$ cat src/logic/sfc_map.svh
// offsets, reset values, masks and field positions of the forwarding configuration registers
// assumes every user includes it by bare name; definitions only
`ifndef SFC_MAP_SVH
`define SFC_MAP_SVH

`define SFC_OFS_TEST        8'h6c
`define SFC_OFS_TIMER       8'h70
`define SFC_OFS_MODE        8'h74

`define SFC_RST_TEST        32'h04000800
`define SFC_RST_TIMER       32'h80000000
`define SFC_RST_MODE        32'h0a730102

// bits that exist at all; loader may write these
`define SFC_IMPL_TEST       32'hffffffff
`define SFC_IMPL_TIMER      32'hffff7fff
`define SFC_IMPL_MODE       32'h7fffff7f
// bits that configuration writes may change
`define SFC_CFGW_TEST       32'hffffffff
`define SFC_CFGW_TIMER      32'h7fff1fff
`define SFC_CFGW_MODE       32'h00003f7f

`define SFC_REPLAY_MSB      11
`define SFC_REPLAY_LSB      0
`define SFC_REPLAY_EN       12
`define SFC_PMCAP_DIS       13
`define SFC_MSICAP_DIS      14
`define SFC_ACK_MSB         29
`define SFC_ACK_LSB         16
`define SFC_ACK_EN          30
`define SFC_VGA_EN          31

`define SFC_STORE_FWD       0
`define SFC_THR_MSB         2
`define SFC_THR_LSB         1
`define SFC_ARB_HOLD        3
`define SFC_CREDIT_ALL      4
`define SFC_ORD_EGRESS      5
`define SFC_ORD_CPL_TAG     6
`define SFC_PMPARAM_MSB     13
`define SFC_PMPARAM_LSB     8
`define SFC_RXPOL_DIS       14
`define SFC_CPLPAR_DIS      15
`define SFC_DRV35_MSB       20
`define SFC_DRV35_LSB       16
`define SFC_DRV60_MSB       25
`define SFC_DRV60_LSB       21
`define SFC_DRVHALF_MSB     30
`define SFC_DRVHALF_LSB     26

`endif

$ cat src/logic/sfc_pkg.sv
// types shared by the forwarding configuration block
// assumes sfc_map.svh supplies the numeric constants
package sfc_pkg;

	typedef logic [31:0] sfc_word_t;

	typedef enum logic [3:0] {
		SFC_SEL_NONE  = 4'h1,
		SFC_SEL_TEST  = 4'h2,
		SFC_SEL_TIMER = 4'h4,
		SFC_SEL_MODE  = 4'h8
	} sfc_sel_t;

endpackage

$ cat src/logic/sfc_regs.sv
// forwarding configuration registers of the upstream port with arbiter and start logic
// assumes cfg and loader requests come from logic on clk_sys, addresses word aligned
`timescale 1ns/1ps
`include "sfc_map.svh"

module sfc_regs #(
	parameter logic [11:0] DEF_REPLAY = 12'h100,
	parameter logic [13:0] DEF_ACK    = 14'h0100,
	parameter int          N_PORTS    = 3,
	parameter int          LEN_W      = 12
) (
	input  wire logic               clk_sys,
	input  wire logic               rst_b,
	// configuration access
	input  wire logic               cfg_wr,
	input  wire logic               cfg_rd,
	input  wire logic [7:0]         cfg_addr,
	input  wire logic [3:0]         cfg_be,
	input  wire logic [31:0]        cfg_wdata,
	output logic     [31:0]         cfg_rdata,
	output logic                    cfg_rvalid,
	// default loader, smbus or eeprom autoload
	input  wire logic               ld_wr,
	input  wire logic [7:0]         ld_addr,
	input  wire logic [31:0]        ld_wdata,
	// configuration outputs
	output logic     [31:0]         test_ctl_word,
	output logic     [11:0]         replay_limit,
	output logic     [13:0]         ack_latency,
	output logic                    vga_decode_en,
	output logic                    pm_cap_dis,
	output logic                    msi_cap_dis,
	output logic                    store_fwd_en,
	output logic                    credit_all_types,
	output logic                    order_egress_en,
	output logic                    order_cpl_tag_en,
	output logic     [5:0]          pm_ctrl_param,
	output logic                    rx_pol_inv_dis,
	output logic                    cpl_parity_dis,
	output logic     [4:0]          drv_lvl_3p5,
	output logic     [4:0]          drv_lvl_6p0,
	output logic     [4:0]          drv_lvl_half,
	// forwarding datapath
	input  wire logic               pkt_active,
	input  wire logic [LEN_W-1:0]   pkt_len,
	input  wire logic [LEN_W-1:0]   rx_count,
	input  wire logic               slow_to_fast,
	output logic                    fwd_go,
	// port arbitration
	input  wire logic [N_PORTS-1:0] arb_req,
	input  wire logic [N_PORTS-1:0] arb_credit_ok,
	output logic     [N_PORTS-1:0]  arb_grant,
	output logic                    arb_grant_vld
);

	////////////////////////////////////////////////////////////////////////////////
	// helpers

	function automatic logic [31:0] be_mask(input logic [3:0] be);
		return {{8{be[3]}}, {8{be[2]}}, {8{be[1]}}, {8{be[0]}}};
	endfunction

	function automatic logic [31:0] merge(input logic [31:0] old, input logic [31:0] wd, input logic [31:0] m);
		return (old & ~m) | (wd & m);
	endfunction

	function automatic sfc_pkg::sfc_sel_t decode(input logic [7:0] a);
		logic [7:0] aw;
		aw = {a[7:2], 2'b00};
		if (aw == `SFC_OFS_TEST) begin
			return sfc_pkg::SFC_SEL_TEST;
		end else if (aw == `SFC_OFS_TIMER) begin
			return sfc_pkg::SFC_SEL_TIMER;
		end else if (aw == `SFC_OFS_MODE) begin
			return sfc_pkg::SFC_SEL_MODE;
		end
		return sfc_pkg::SFC_SEL_NONE;
	endfunction

	////////////////////////////////////////////////////////////////////////////////
	// storage

	sfc_pkg::sfc_word_t test_reg;
	sfc_pkg::sfc_word_t test_next;
	sfc_pkg::sfc_word_t timer_reg;
	sfc_pkg::sfc_word_t timer_next;
	sfc_pkg::sfc_word_t mode_reg;
	sfc_pkg::sfc_word_t mode_next;
	sfc_pkg::sfc_word_t rdata_reg;
	sfc_pkg::sfc_word_t rdata_next;
	logic               rvalid_reg;
	logic [11:0]        replay_reg;
	logic [11:0]        replay_next;
	logic [13:0]        ack_reg;
	logic [13:0]        ack_next;

	////////////////////////////////////////////////////////////////////////////////
	// decode

	sfc_pkg::sfc_sel_t cfg_sel;
	sfc_pkg::sfc_sel_t ld_sel;
	logic [31:0]       cfg_bm;
	logic              cfg_wr_test;
	logic              cfg_wr_timer;
	logic              cfg_wr_mode;
	logic              ld_wr_test;
	logic              ld_wr_timer;
	logic              ld_wr_mode;

	assign cfg_sel      = decode(cfg_addr);
	assign ld_sel       = decode(ld_addr);
	assign cfg_bm       = be_mask(cfg_be);
	assign cfg_wr_test  = cfg_wr & (cfg_sel == sfc_pkg::SFC_SEL_TEST);
	assign cfg_wr_timer = cfg_wr & (cfg_sel == sfc_pkg::SFC_SEL_TIMER);
	assign cfg_wr_mode  = cfg_wr & (cfg_sel == sfc_pkg::SFC_SEL_MODE);
	assign ld_wr_test   = ld_wr & (ld_sel == sfc_pkg::SFC_SEL_TEST);
	assign ld_wr_timer  = ld_wr & (ld_sel == sfc_pkg::SFC_SEL_TIMER);
	assign ld_wr_mode   = ld_wr & (ld_sel == sfc_pkg::SFC_SEL_MODE);

	////////////////////////////////////////////////////////////////////////////////
	// write paths; loader wins over a configuration write in the same cycle

	logic [31:0] test_cfgw;
	logic [31:0] timer_cfgw;
	logic [31:0] mode_cfgw;

	// configuration writes touch only writable bits of enabled bytes
	assign test_cfgw  = merge(test_reg, cfg_wdata, cfg_bm & `SFC_CFGW_TEST);
	assign timer_cfgw = merge(timer_reg, cfg_wdata, cfg_bm & `SFC_CFGW_TIMER);
	assign mode_cfgw  = merge(mode_reg, cfg_wdata, cfg_bm & `SFC_CFGW_MODE);

	// loader replaces every implemented bit, read-only ones included
	assign test_next  = ld_wr_test  ? (ld_wdata & `SFC_IMPL_TEST)  :
	                    cfg_wr_test ? test_cfgw : test_reg;
	assign timer_next = ld_wr_timer ? (ld_wdata & `SFC_IMPL_TIMER) :
	                    cfg_wr_timer ? timer_cfgw : timer_reg;
	assign mode_next  = ld_wr_mode  ? (ld_wdata & `SFC_IMPL_MODE)  :
	                    cfg_wr_mode ? mode_cfgw : mode_reg;

	always_ff @(posedge clk_sys or negedge rst_b) begin
		if (!rst_b) begin
			test_reg  <= `SFC_RST_TEST;
			timer_reg <= `SFC_RST_TIMER;
			mode_reg  <= `SFC_RST_MODE;
		end else begin
			test_reg  <= test_next;
			timer_reg <= timer_next;
			mode_reg  <= mode_next;
		end
	end

	////////////////////////////////////////////////////////////////////////////////
	// read path; unmapped offsets read zero, reserved bits are never stored

	assign rdata_next = (cfg_sel == sfc_pkg::SFC_SEL_TEST)  ? test_reg  :
	                    (cfg_sel == sfc_pkg::SFC_SEL_TIMER) ? timer_reg :
	                    (cfg_sel == sfc_pkg::SFC_SEL_MODE)  ? mode_reg  : 32'h00000000;

	always_ff @(posedge clk_sys or negedge rst_b) begin
		if (!rst_b) begin
			rdata_reg  <= 32'h00000000;
			rvalid_reg <= 1'b0;
		end else begin
			rdata_reg  <= cfg_rd ? rdata_next : rdata_reg;
			rvalid_reg <= cfg_rd;
		end
	end

	assign cfg_rdata  = rdata_reg;
	assign cfg_rvalid = rvalid_reg;

	////////////////////////////////////////////////////////////////////////////////
	// timer overrides

	assign replay_next = timer_reg[`SFC_REPLAY_EN] ?
	                     timer_reg[`SFC_REPLAY_MSB:`SFC_REPLAY_LSB] : DEF_REPLAY;
	assign ack_next    = timer_reg[`SFC_ACK_EN] ?
	                     timer_reg[`SFC_ACK_MSB:`SFC_ACK_LSB] : DEF_ACK;

	always_ff @(posedge clk_sys or negedge rst_b) begin
		if (!rst_b) begin
			replay_reg <= DEF_REPLAY;
			ack_reg    <= DEF_ACK;
		end else begin
			replay_reg <= replay_next;
			ack_reg    <= ack_next;
		end
	end

	assign replay_limit = replay_reg;
	assign ack_latency  = ack_reg;

	////////////////////////////////////////////////////////////////////////////////
	// field outputs

	assign test_ctl_word    = test_reg;
	assign vga_decode_en    = timer_reg[`SFC_VGA_EN];
	assign pm_cap_dis       = timer_reg[`SFC_PMCAP_DIS];
	assign msi_cap_dis      = timer_reg[`SFC_MSICAP_DIS];
	assign store_fwd_en     = mode_reg[`SFC_STORE_FWD];
	assign credit_all_types = mode_reg[`SFC_CREDIT_ALL];
	assign order_egress_en  = mode_reg[`SFC_ORD_EGRESS];
	assign order_cpl_tag_en = mode_reg[`SFC_ORD_CPL_TAG];
	assign pm_ctrl_param    = mode_reg[`SFC_PMPARAM_MSB:`SFC_PMPARAM_LSB];
	assign rx_pol_inv_dis   = mode_reg[`SFC_RXPOL_DIS];
	assign cpl_parity_dis   = mode_reg[`SFC_CPLPAR_DIS];
	assign drv_lvl_3p5      = mode_reg[`SFC_DRV35_MSB:`SFC_DRV35_LSB];
	assign drv_lvl_6p0      = mode_reg[`SFC_DRV60_MSB:`SFC_DRV60_LSB];
	assign drv_lvl_half     = mode_reg[`SFC_DRVHALF_MSB:`SFC_DRVHALF_LSB];

	////////////////////////////////////////////////////////////////////////////////
	// forwarding start point

	sfc_ct_start #(
		.LEN_W        (LEN_W)
	) u_ct_start (
		.clk_sys      (clk_sys),
		.rst_b        (rst_b),
		.pkt_active   (pkt_active),
		.pkt_len      (pkt_len),
		.rx_count     (rx_count),
		.slow_to_fast (slow_to_fast),
		.store_fwd    (mode_reg[`SFC_STORE_FWD]),
		.thr_code     (mode_reg[`SFC_THR_MSB:`SFC_THR_LSB]),
		.fwd_go       (fwd_go)
	);

	////////////////////////////////////////////////////////////////////////////////
	// port arbitration

	sfc_rr_arb #(
		.N            (N_PORTS)
	) u_rr_arb (
		.clk_sys      (clk_sys),
		.rst_b        (rst_b),
		.hold_mode    (mode_reg[`SFC_ARB_HOLD]),
		.req          (arb_req),
		.credit_ok    (arb_credit_ok),
		.grant        (arb_grant),
		.grant_vld    (arb_grant_vld)
	);

endmodule

$ cat src/logic/sfc_ct_start.sv
// forwarding start point for store-forward and cut-through
// assumes rx_count counts datapath cycles of the packet received so far
`timescale 1ns/1ps
`include "sfc_map.svh"

module sfc_ct_start #(
	parameter int LEN_W = 12
) (
	input  wire logic             clk_sys,
	input  wire logic             rst_b,
	input  wire logic             pkt_active,
	input  wire logic [LEN_W-1:0] pkt_len,
	input  wire logic [LEN_W-1:0] rx_count,
	input  wire logic             slow_to_fast,
	input  wire logic             store_fwd,
	input  wire logic [1:0]       thr_code,
	output logic                  fwd_go
);

	logic [LEN_W-1:0] mid_point;
	logic [LEN_W-1:0] lead;
	logic [LEN_W-1:0] ct_point;
	logic [LEN_W-1:0] start_point;
	logic             fwd_go_reg;
	logic             fwd_go_next;

	assign mid_point   = pkt_len >> 1;
	assign lead        = {{(LEN_W-2){1'b0}}, thr_code};
	assign ct_point    = slow_to_fast ? ((mid_point > lead) ? (mid_point - lead) : '0) : '0;
	assign start_point = store_fwd ? pkt_len : ct_point;
	assign fwd_go_next = pkt_active & (rx_count >= start_point);

	always_ff @(posedge clk_sys or negedge rst_b) begin
		if (!rst_b) begin
			fwd_go_reg <= 1'b0;
		end else begin
			fwd_go_reg <= fwd_go_next;
		end
	end

	assign fwd_go = fwd_go_reg;

endmodule

$ cat src/logic/sfc_rr_arb.sv
// round-robin port arbiter with optional hold on the granted port
// assumes req and credit_ok come from logic on clk_sys
`timescale 1ns/1ps

module sfc_rr_arb #(
	parameter int N = 3
) (
	input  wire logic         clk_sys,
	input  wire logic         rst_b,
	input  wire logic         hold_mode,
	input  wire logic [N-1:0] req,
	input  wire logic [N-1:0] credit_ok,
	output logic     [N-1:0]  grant,
	output logic              grant_vld
);

	logic [N-1:0] grant_reg;
	logic [N-1:0] grant_next;
	logic         keep;
	logic [N-1:0] pick;

	// next candidate after the current grant, wrapping round
	function automatic logic [N-1:0] rr_pick(input logic [N-1:0] cand, input logic [N-1:0] cur);
		logic [N-1:0] p;
		int           base;
		int           k;
		p    = '0;
		base = N - 1;
		for (int i = 0; i < N; i++) begin
			if (cur[i]) begin
				base = i;
			end
		end
		for (int j = 1; j <= N; j++) begin
			k = (base + j) % N;
			if (cand[k] && (p == '0)) begin
				p[k] = 1'b1;
			end
		end
		return p;
	endfunction

	assign keep       = |(grant_reg & req) & (hold_mode | |(grant_reg & credit_ok));
	assign pick       = rr_pick(req & credit_ok, grant_reg);
	assign grant_next = keep ? grant_reg : pick;

	always_ff @(posedge clk_sys or negedge rst_b) begin
		if (!rst_b) begin
			grant_reg <= '0;
		end else begin
			grant_reg <= grant_next;
		end
	end

	assign grant     = grant_reg;
	assign grant_vld = |grant_reg;

endmodule

$ cat config.mk
export PLATFORM = sky130hd
export DESIGN_NAME = sfc_regs
export DESIGN_NICKNAME = d
export VERILOG_FILES = /design/src/logic/sfc_pkg.sv /design/src/logic/sfc_regs.sv /design/src/logic/sfc_ct_start.sv /design/src/logic/sfc_rr_arb.sv
export VERILOG_INCLUDE_DIRS = /design/src /design/src/logic
export SDC_FILE = /design/constraint.sdc
export NUM_CORES = 1
export LEC_CHECK = 0
export ABC_AREA = 1
export BUFFER_PORTS_ARGS = -buffer_cell sky130_fd_sc_hd__buf_2
export CORE_ASPECT_RATIO = 0.6
export CORE_MARGIN = 3
export CORE_UTILIZATION = 45
export DETAILED_ROUTE_END_ITERATION = 10
export PLACE_DENSITY_LB_ADDON = 0.3
export SYNTH_ARGS = -nofsm -noshare
export SYNTH_HDL_FRONTEND = slang
export SYNTH_SLANG_ARGS = --single-unit
$ cat constraint.sdc
create_clock -name clk_sys -period 7.7 [get_ports clk_sys]
set_input_delay 1.54 -clock clk_sys [delete_from_list [all_inputs] [get_ports clk_sys]]
set_output_delay 1.54 -clock clk_sys [all_outputs]
set_load 0.01 [all_outputs]
Yosys cells after proc, flatten, opt, wreduce, memory -nomap -nowiden
Cells that the tools add are included.
Cells by class
  add/subtract/negate cells: 4
  div/mod/pow operators: 3
  order comparisons: 8
  equal/unequal tests: 12
  mux-type cells: 49
  bitwise operators: 26
  reductions and logical operators: 13
Operators with widths (number)
  32-bit 2-to-1 mux: 11
  32-bit bitwise AND: 4
  32-bit by 1-bit >= comparator with 1-bit output (second input constant): 3
  32-bit by 4-bit less-than comparator with 1-bit output (second input constant): 3
  32-bit by 3-bit remainder unit with 32-bit output (second input constant): 3
  32-bit bitwise OR: 3
  32-bit by 3-bit adder with 32-bit output (second input constant): 2
  12-bit 2-to-1 mux: 4
  6-bit by 5-bit == test with 1-bit output (second input constant): 6
  32-bit by 2-bit adder with 32-bit output (second input constant): 1
  32-bit by 14-bit bitwise AND with 32-bit output: 1
  32-bit by 31-bit bitwise AND with 32-bit output: 1
  4-bit 2-to-1 mux: 8
  14-bit inverter with 32-bit output: 1
  31-bit inverter with 32-bit output: 1
  32-bit inverter: 1
  1-bit 2-to-1 mux: 15
  14-bit 2-to-1 mux: 1
  12-bit >= comparator: 1
  11-bit by 2-bit subtractor with 12-bit output: 1
  11-bit by 2-bit greater-than comparator with 1-bit output: 1
  3-bit bitwise AND: 3
  3-bit 2-to-1 mux: 3
  3-bit OR reduction: 3
  other kinds (12): 34
Word-level totals
  register bits: 159
  bits of input ports: 121

Logic depth before layout (Yosys ltp)
  word-level depth: 16
  depth in mapped cells: 20
  gate-level depth less buffers: 20

Modules after synthesis
Synthesis repeated with hierarchy kept, for this count alone.
Second synthesis, totals
  cell total of the unflattened synthesis: 1445
  area total of the unflattened synthesis: 9883.2 um2
Modules (own cells, without submodules)
  sfc_regs: times used 1, cells an instance 1220, area an instance 8604.5 um2, sequential area each 3821.2 um2
  sfc_ct_start: times used 1, cells an instance 153, area an instance 848.3 um2, sequential area each 25.0 um2
  sfc_rr_arb: times used 1, cells an instance 72, area an instance 430.4 um2, sequential area each 75.1 um2

Worst setup path after synthesis
Ideal clock, no wire load.
  path kind: input to register
  start point: input pkt_len[1]
  end point: register u_ct_start.fwd_go_reg, in the netlist u_ct_start.fwd_go
  library setup time: 0.120 ns
  arrival: 3.940 ns
  required time: 7.580 ns
  slack: 3.640 ns
  stages: 19
  path through: inv_1 -> ha_1 -> fa_1 -> nand3_1 -> inv_1 -> o21ai_0 -> nand3_1 -> inv_1 -> nand3_1 -> o21ai_0 -> inv_1 -> ha_1 -> nand2_1 -> inv_1 -> nand3_1 -> a21oi_1 -> nand3b_1 -> o21ai_0 -> inv_1
On the way
  word-level cells in the longest chain between the ends: 6
  elaborated cells on any way between the ends: 7
  classes of those cells: add/sub (1); order compare (2); mux (3); bitwise (1)
Ends and longest elaborated chain
  from (decl): line sfc_regs.sv:45  | input wire logic [LEN_W-1:0] pkt_len,
  11-bit by 2-bit subtractor with 12-bit output / 11-bit by 2-bit greater-than comparator with 1-bit output (equally long branches): line sfc_ct_start.sv:29  | assign ct_point = slow_to_fast ? ((mid_point > lead) ? (mid_point - lead) : '0) : '0;
  12-bit 2-to-1 mux (2 in a row): line sfc_ct_start.sv:29
  12-bit 2-to-1 mux (*): line sfc_ct_start.sv:30  | assign start_point = store_fwd ? pkt_len : ct_point;
  12-bit >= comparator (*): line sfc_ct_start.sv:31  | assign fwd_go_next = pkt_active & (rx_count >= start_point);
  1-bit bitwise AND (*): line sfc_ct_start.sv:31
  named net u_ct_start.fwd_go_next: line sfc_ct_start.sv:25  | logic fwd_go_next;
  to (signal assigned): line sfc_ct_start.sv:37  | fwd_go_reg <= fwd_go_next;
  to (decl): line sfc_ct_start.sv:24  | logic fwd_go_reg;
The timed path passes the listed nets; every way through them passes the cells marked *.
A chain may end at the register's enable or synchronous reset.

Final worst setup path
Same ends and word-level chain as after synthesis.

==> results by group <==
Outcome
  • Status: complete, no violations

Critical path
  • CP Capture Type: flop
  • Setup slack, reg-to-reg: 4.37 ns
  • Critical path fanouts, max: 7
  • Critical path class: in2reg
  • Req. time, crit path: 8.00 ns
  • Worst setup SP type: input pin
  • Arrival time worst endpoint: 4.54 ns

Yosys
  • Yosys warning count: 0
  • Post-Syn Area: 8230 sq um
  • Avg Inst Size Synth: 8.35 sq um
  • Synthesized Nets: 1125
  • Post-Syn Instances: 985
  • Sequential fraction of the synthesis area: 47.7%
  • Distinct cells, synth: 41
  • Synthesis-stage register bit count: 156

Power
  • P_leak: 5.61 nW
  • PnR Total Power: 2.66 mW
  • Power Density: 267 nW/um^2
  • Worst vdd ir: 0.000254 V

Timing
  • Setup TNS: 0 ns
  • RSZ-0062 raised after global routing: no
  • Final hold vios: 0
  • Final min period: 4.24 ns
  • Final Max Slew Viols: 0
  • Final Skew: 0.0172 ns
  • Relative slew slack: 36.6%
  • Upper clock frequency limit: 0.236 GHz
  • Tcrit/Tclk final: 55.0%
  • Final setup violation count: 0
  • Least-Margin Pin Slew: 0.951 ns

Clock tree
  • TritonCTS clock tree: built
  • Worst skew pair latency: 0.42 ns
  • # hold bufs at CTS: 0
  • Post-CTS sizing: 0
  • Post-CTS Setup Repair Bufs: 0
  • Bufs on Longest Clock Path: 2
  • Htree depth: 4
  • Clk sinks: 156
  • Root Buffer: clkbuf_16
  • CTS buffer count: 17
  • Reg clk slew, reported paths: 0.07 ns

Floorplanning
  • Area of the die: 20000 sq um
  • Die Wd: 181 microns
  • Core area: 17500 sq um
  • Starting Density: 47.0%
  • FP Rows: 37
  • Die Span Y: 111 microns
  • # IOs: 247

Finish
  • Antenna diodes: 0
  • Most common cell after layout, fill and taps aside: nand2_1
  • Utilization after layout: 57.1%
  • Final nets: 1324
  • Finished Layout Cells: 1431
  • Share of layout cells above drive strength 1: 25.7%
  • Layout area overhead: 21.4%
  • Most frequent cells in the layout: nand2_1 (247), buf_2 (241), inv_1 (151)

Global routing
  • Largest net degree at the start of global routing: 83
  • Overflow after GRT: 0
  • Number of antenna violations at the first check in global routing: 0
  • Vias in the first global route: 6933
  • Tot GR Track Use: 23.7%
  • First-pass GRT wire length: 37900 microns

Worst hold path
  • Hold WC Path Type: reg2reg

Place
  • Dpl cells: 1399
  • I/O Buffers: 242
  • Post-DP HPWL: 17100 microns
  • Placer congestion estimate: 0.862

Run
  • Max Cap Viol: 0

Drt
  • Via count: 7571
  • DRC Markers: 0
  • Routed Antenna Nets: 0
  • DR WL/cell: 16.9 microns
  • Final wirelength: 24200 microns
  • Drt first pass iters: 5
  • Drt via density: 5.29
  • Drt initial violations: 633
-- final cells by class --
type                       count  area (sq um)
clock buffer                  19           443
sequential                   156          3920
clock inverter                13           125
timing repair buffer         248          1260
fill                        1694          7510
multi-input combinational    607          3370
tap                          234           293
inverter                     154           578
-- cells by family (layout without fill, tap and decap cells) --
kind of cell | count (synthesis) | in the layout | synth area share, %
AO/OA/AOI/OAI | 247 | 247 | 19.2
XOR/XNOR | 7 | 7 | 0.745
adder cells (fa/ha/maj) | 19 | 19 | 2.98
buffers and inverters | 222 | 434 | 11.6
flip-flops | 156 | 156 | 47.7
multiplexers | 15 | 15 | 2.05
AND/OR/NAND/NOR | 319 | 319 | 15.8
-- worst paths after layout --
kind | start | endpoint | depth (start not counted)
setup reg to reg | mode_reg[1] | u_ct_start.fwd_go | 17
setup / recovery | pkt_len[1] | u_ct_start.fwd_go | 19
hold / removal | timer_reg[11] | replay_limit[11] | 2
hold reg to reg | timer_reg[11] | replay_limit[11] | 2
max in group asynchronous | rst_b | replay_limit[3] | 2
min in group asynchronous | rst_b | ack_latency[2] | 1
-- worst max-delay path, cell delays in order --
cell and delay, ns:
buf_2 0.08, inv_1 0.05, ha_1 0.22, fa_1 0.41, nand3_1 0.17, inv_1 0.07
o21ai_0 0.19, nand3_1 0.23, inv_1 0.22, nand3_1 0.11, o21ai_0 0.16, inv_1 0.07
ha_1 0.30, nand2_1 0.09, nor2_1 0.05, a211oi_1 0.26, nand3b_1 0.11, o21ai_0 0.16
inv_1 0.05
-- metrics by stage --
step                      area [sq um]  worst slack [ns]  hold slack [ns]
after global placement            9420              3.13            0.441
after floorplan                   8230              3.64            0.424
after detailed placement          9420              3.06            0.447
after global routing              9990              3.23            0.486
final                             9990              3.46            0.460
after CTS                         9990              3.49            0.461
-- synthesized netlist by cell type, drive strengths merged --
cell type  instances  area, sq um
a21oi             13         65.1
clkinv             1         3.75
xor2               6         52.6
o221ai            18          158
nand2            249          940
dfrtp            142         3550
o22a              13          114
a22oi              4         30.0
o32ai              1         8.76
nor2              27          104
ha                18          225
a211oi             1         7.51
buf               47          299
or2                1         6.26
fa                 1         20.0
o211ai            70          526
clkbuf            21         78.8
mux2              15          169
xnor2              1         8.76
nor3               4         20.0
nor4               3         33.8
nand3b             1         7.51
a31oi              1         6.26
nand4              4         31.3
o21ai            106          531
inv              153          574
nand3             30          155
o22ai             17          106
a22o               1         8.76
dfstp             14          368
o21a               2         15.0
-- metal layers --
| layer | wire [microns] | share of wire (%) | vias to the layer above | GRT usage [%] |
|---|---|---|---|---|
| met5 | 0 | 0 | - | 0 |
| met4 | 202 | 0.84 | 0 | 4.65 |
| met3 | 1900 | 7.8 | 19 | 6.03 |
| met2 | 10800 | 44 | 302 | 35.8 |
| met1 | 11300 | 47 | 3600 | 34.7 |
| li1 | - | - | 3650 | - |
-- report_power, final --
part           leakage, nW  switching, mW  internal, mW  total (mW)
Sequential            1.85          0.117          1.00        1.12
Combinational         3.49          0.455         0.279       0.734
Clock                0.270          0.375         0.436       0.811
No activity file was read; power rests on OpenSTA's default activity.
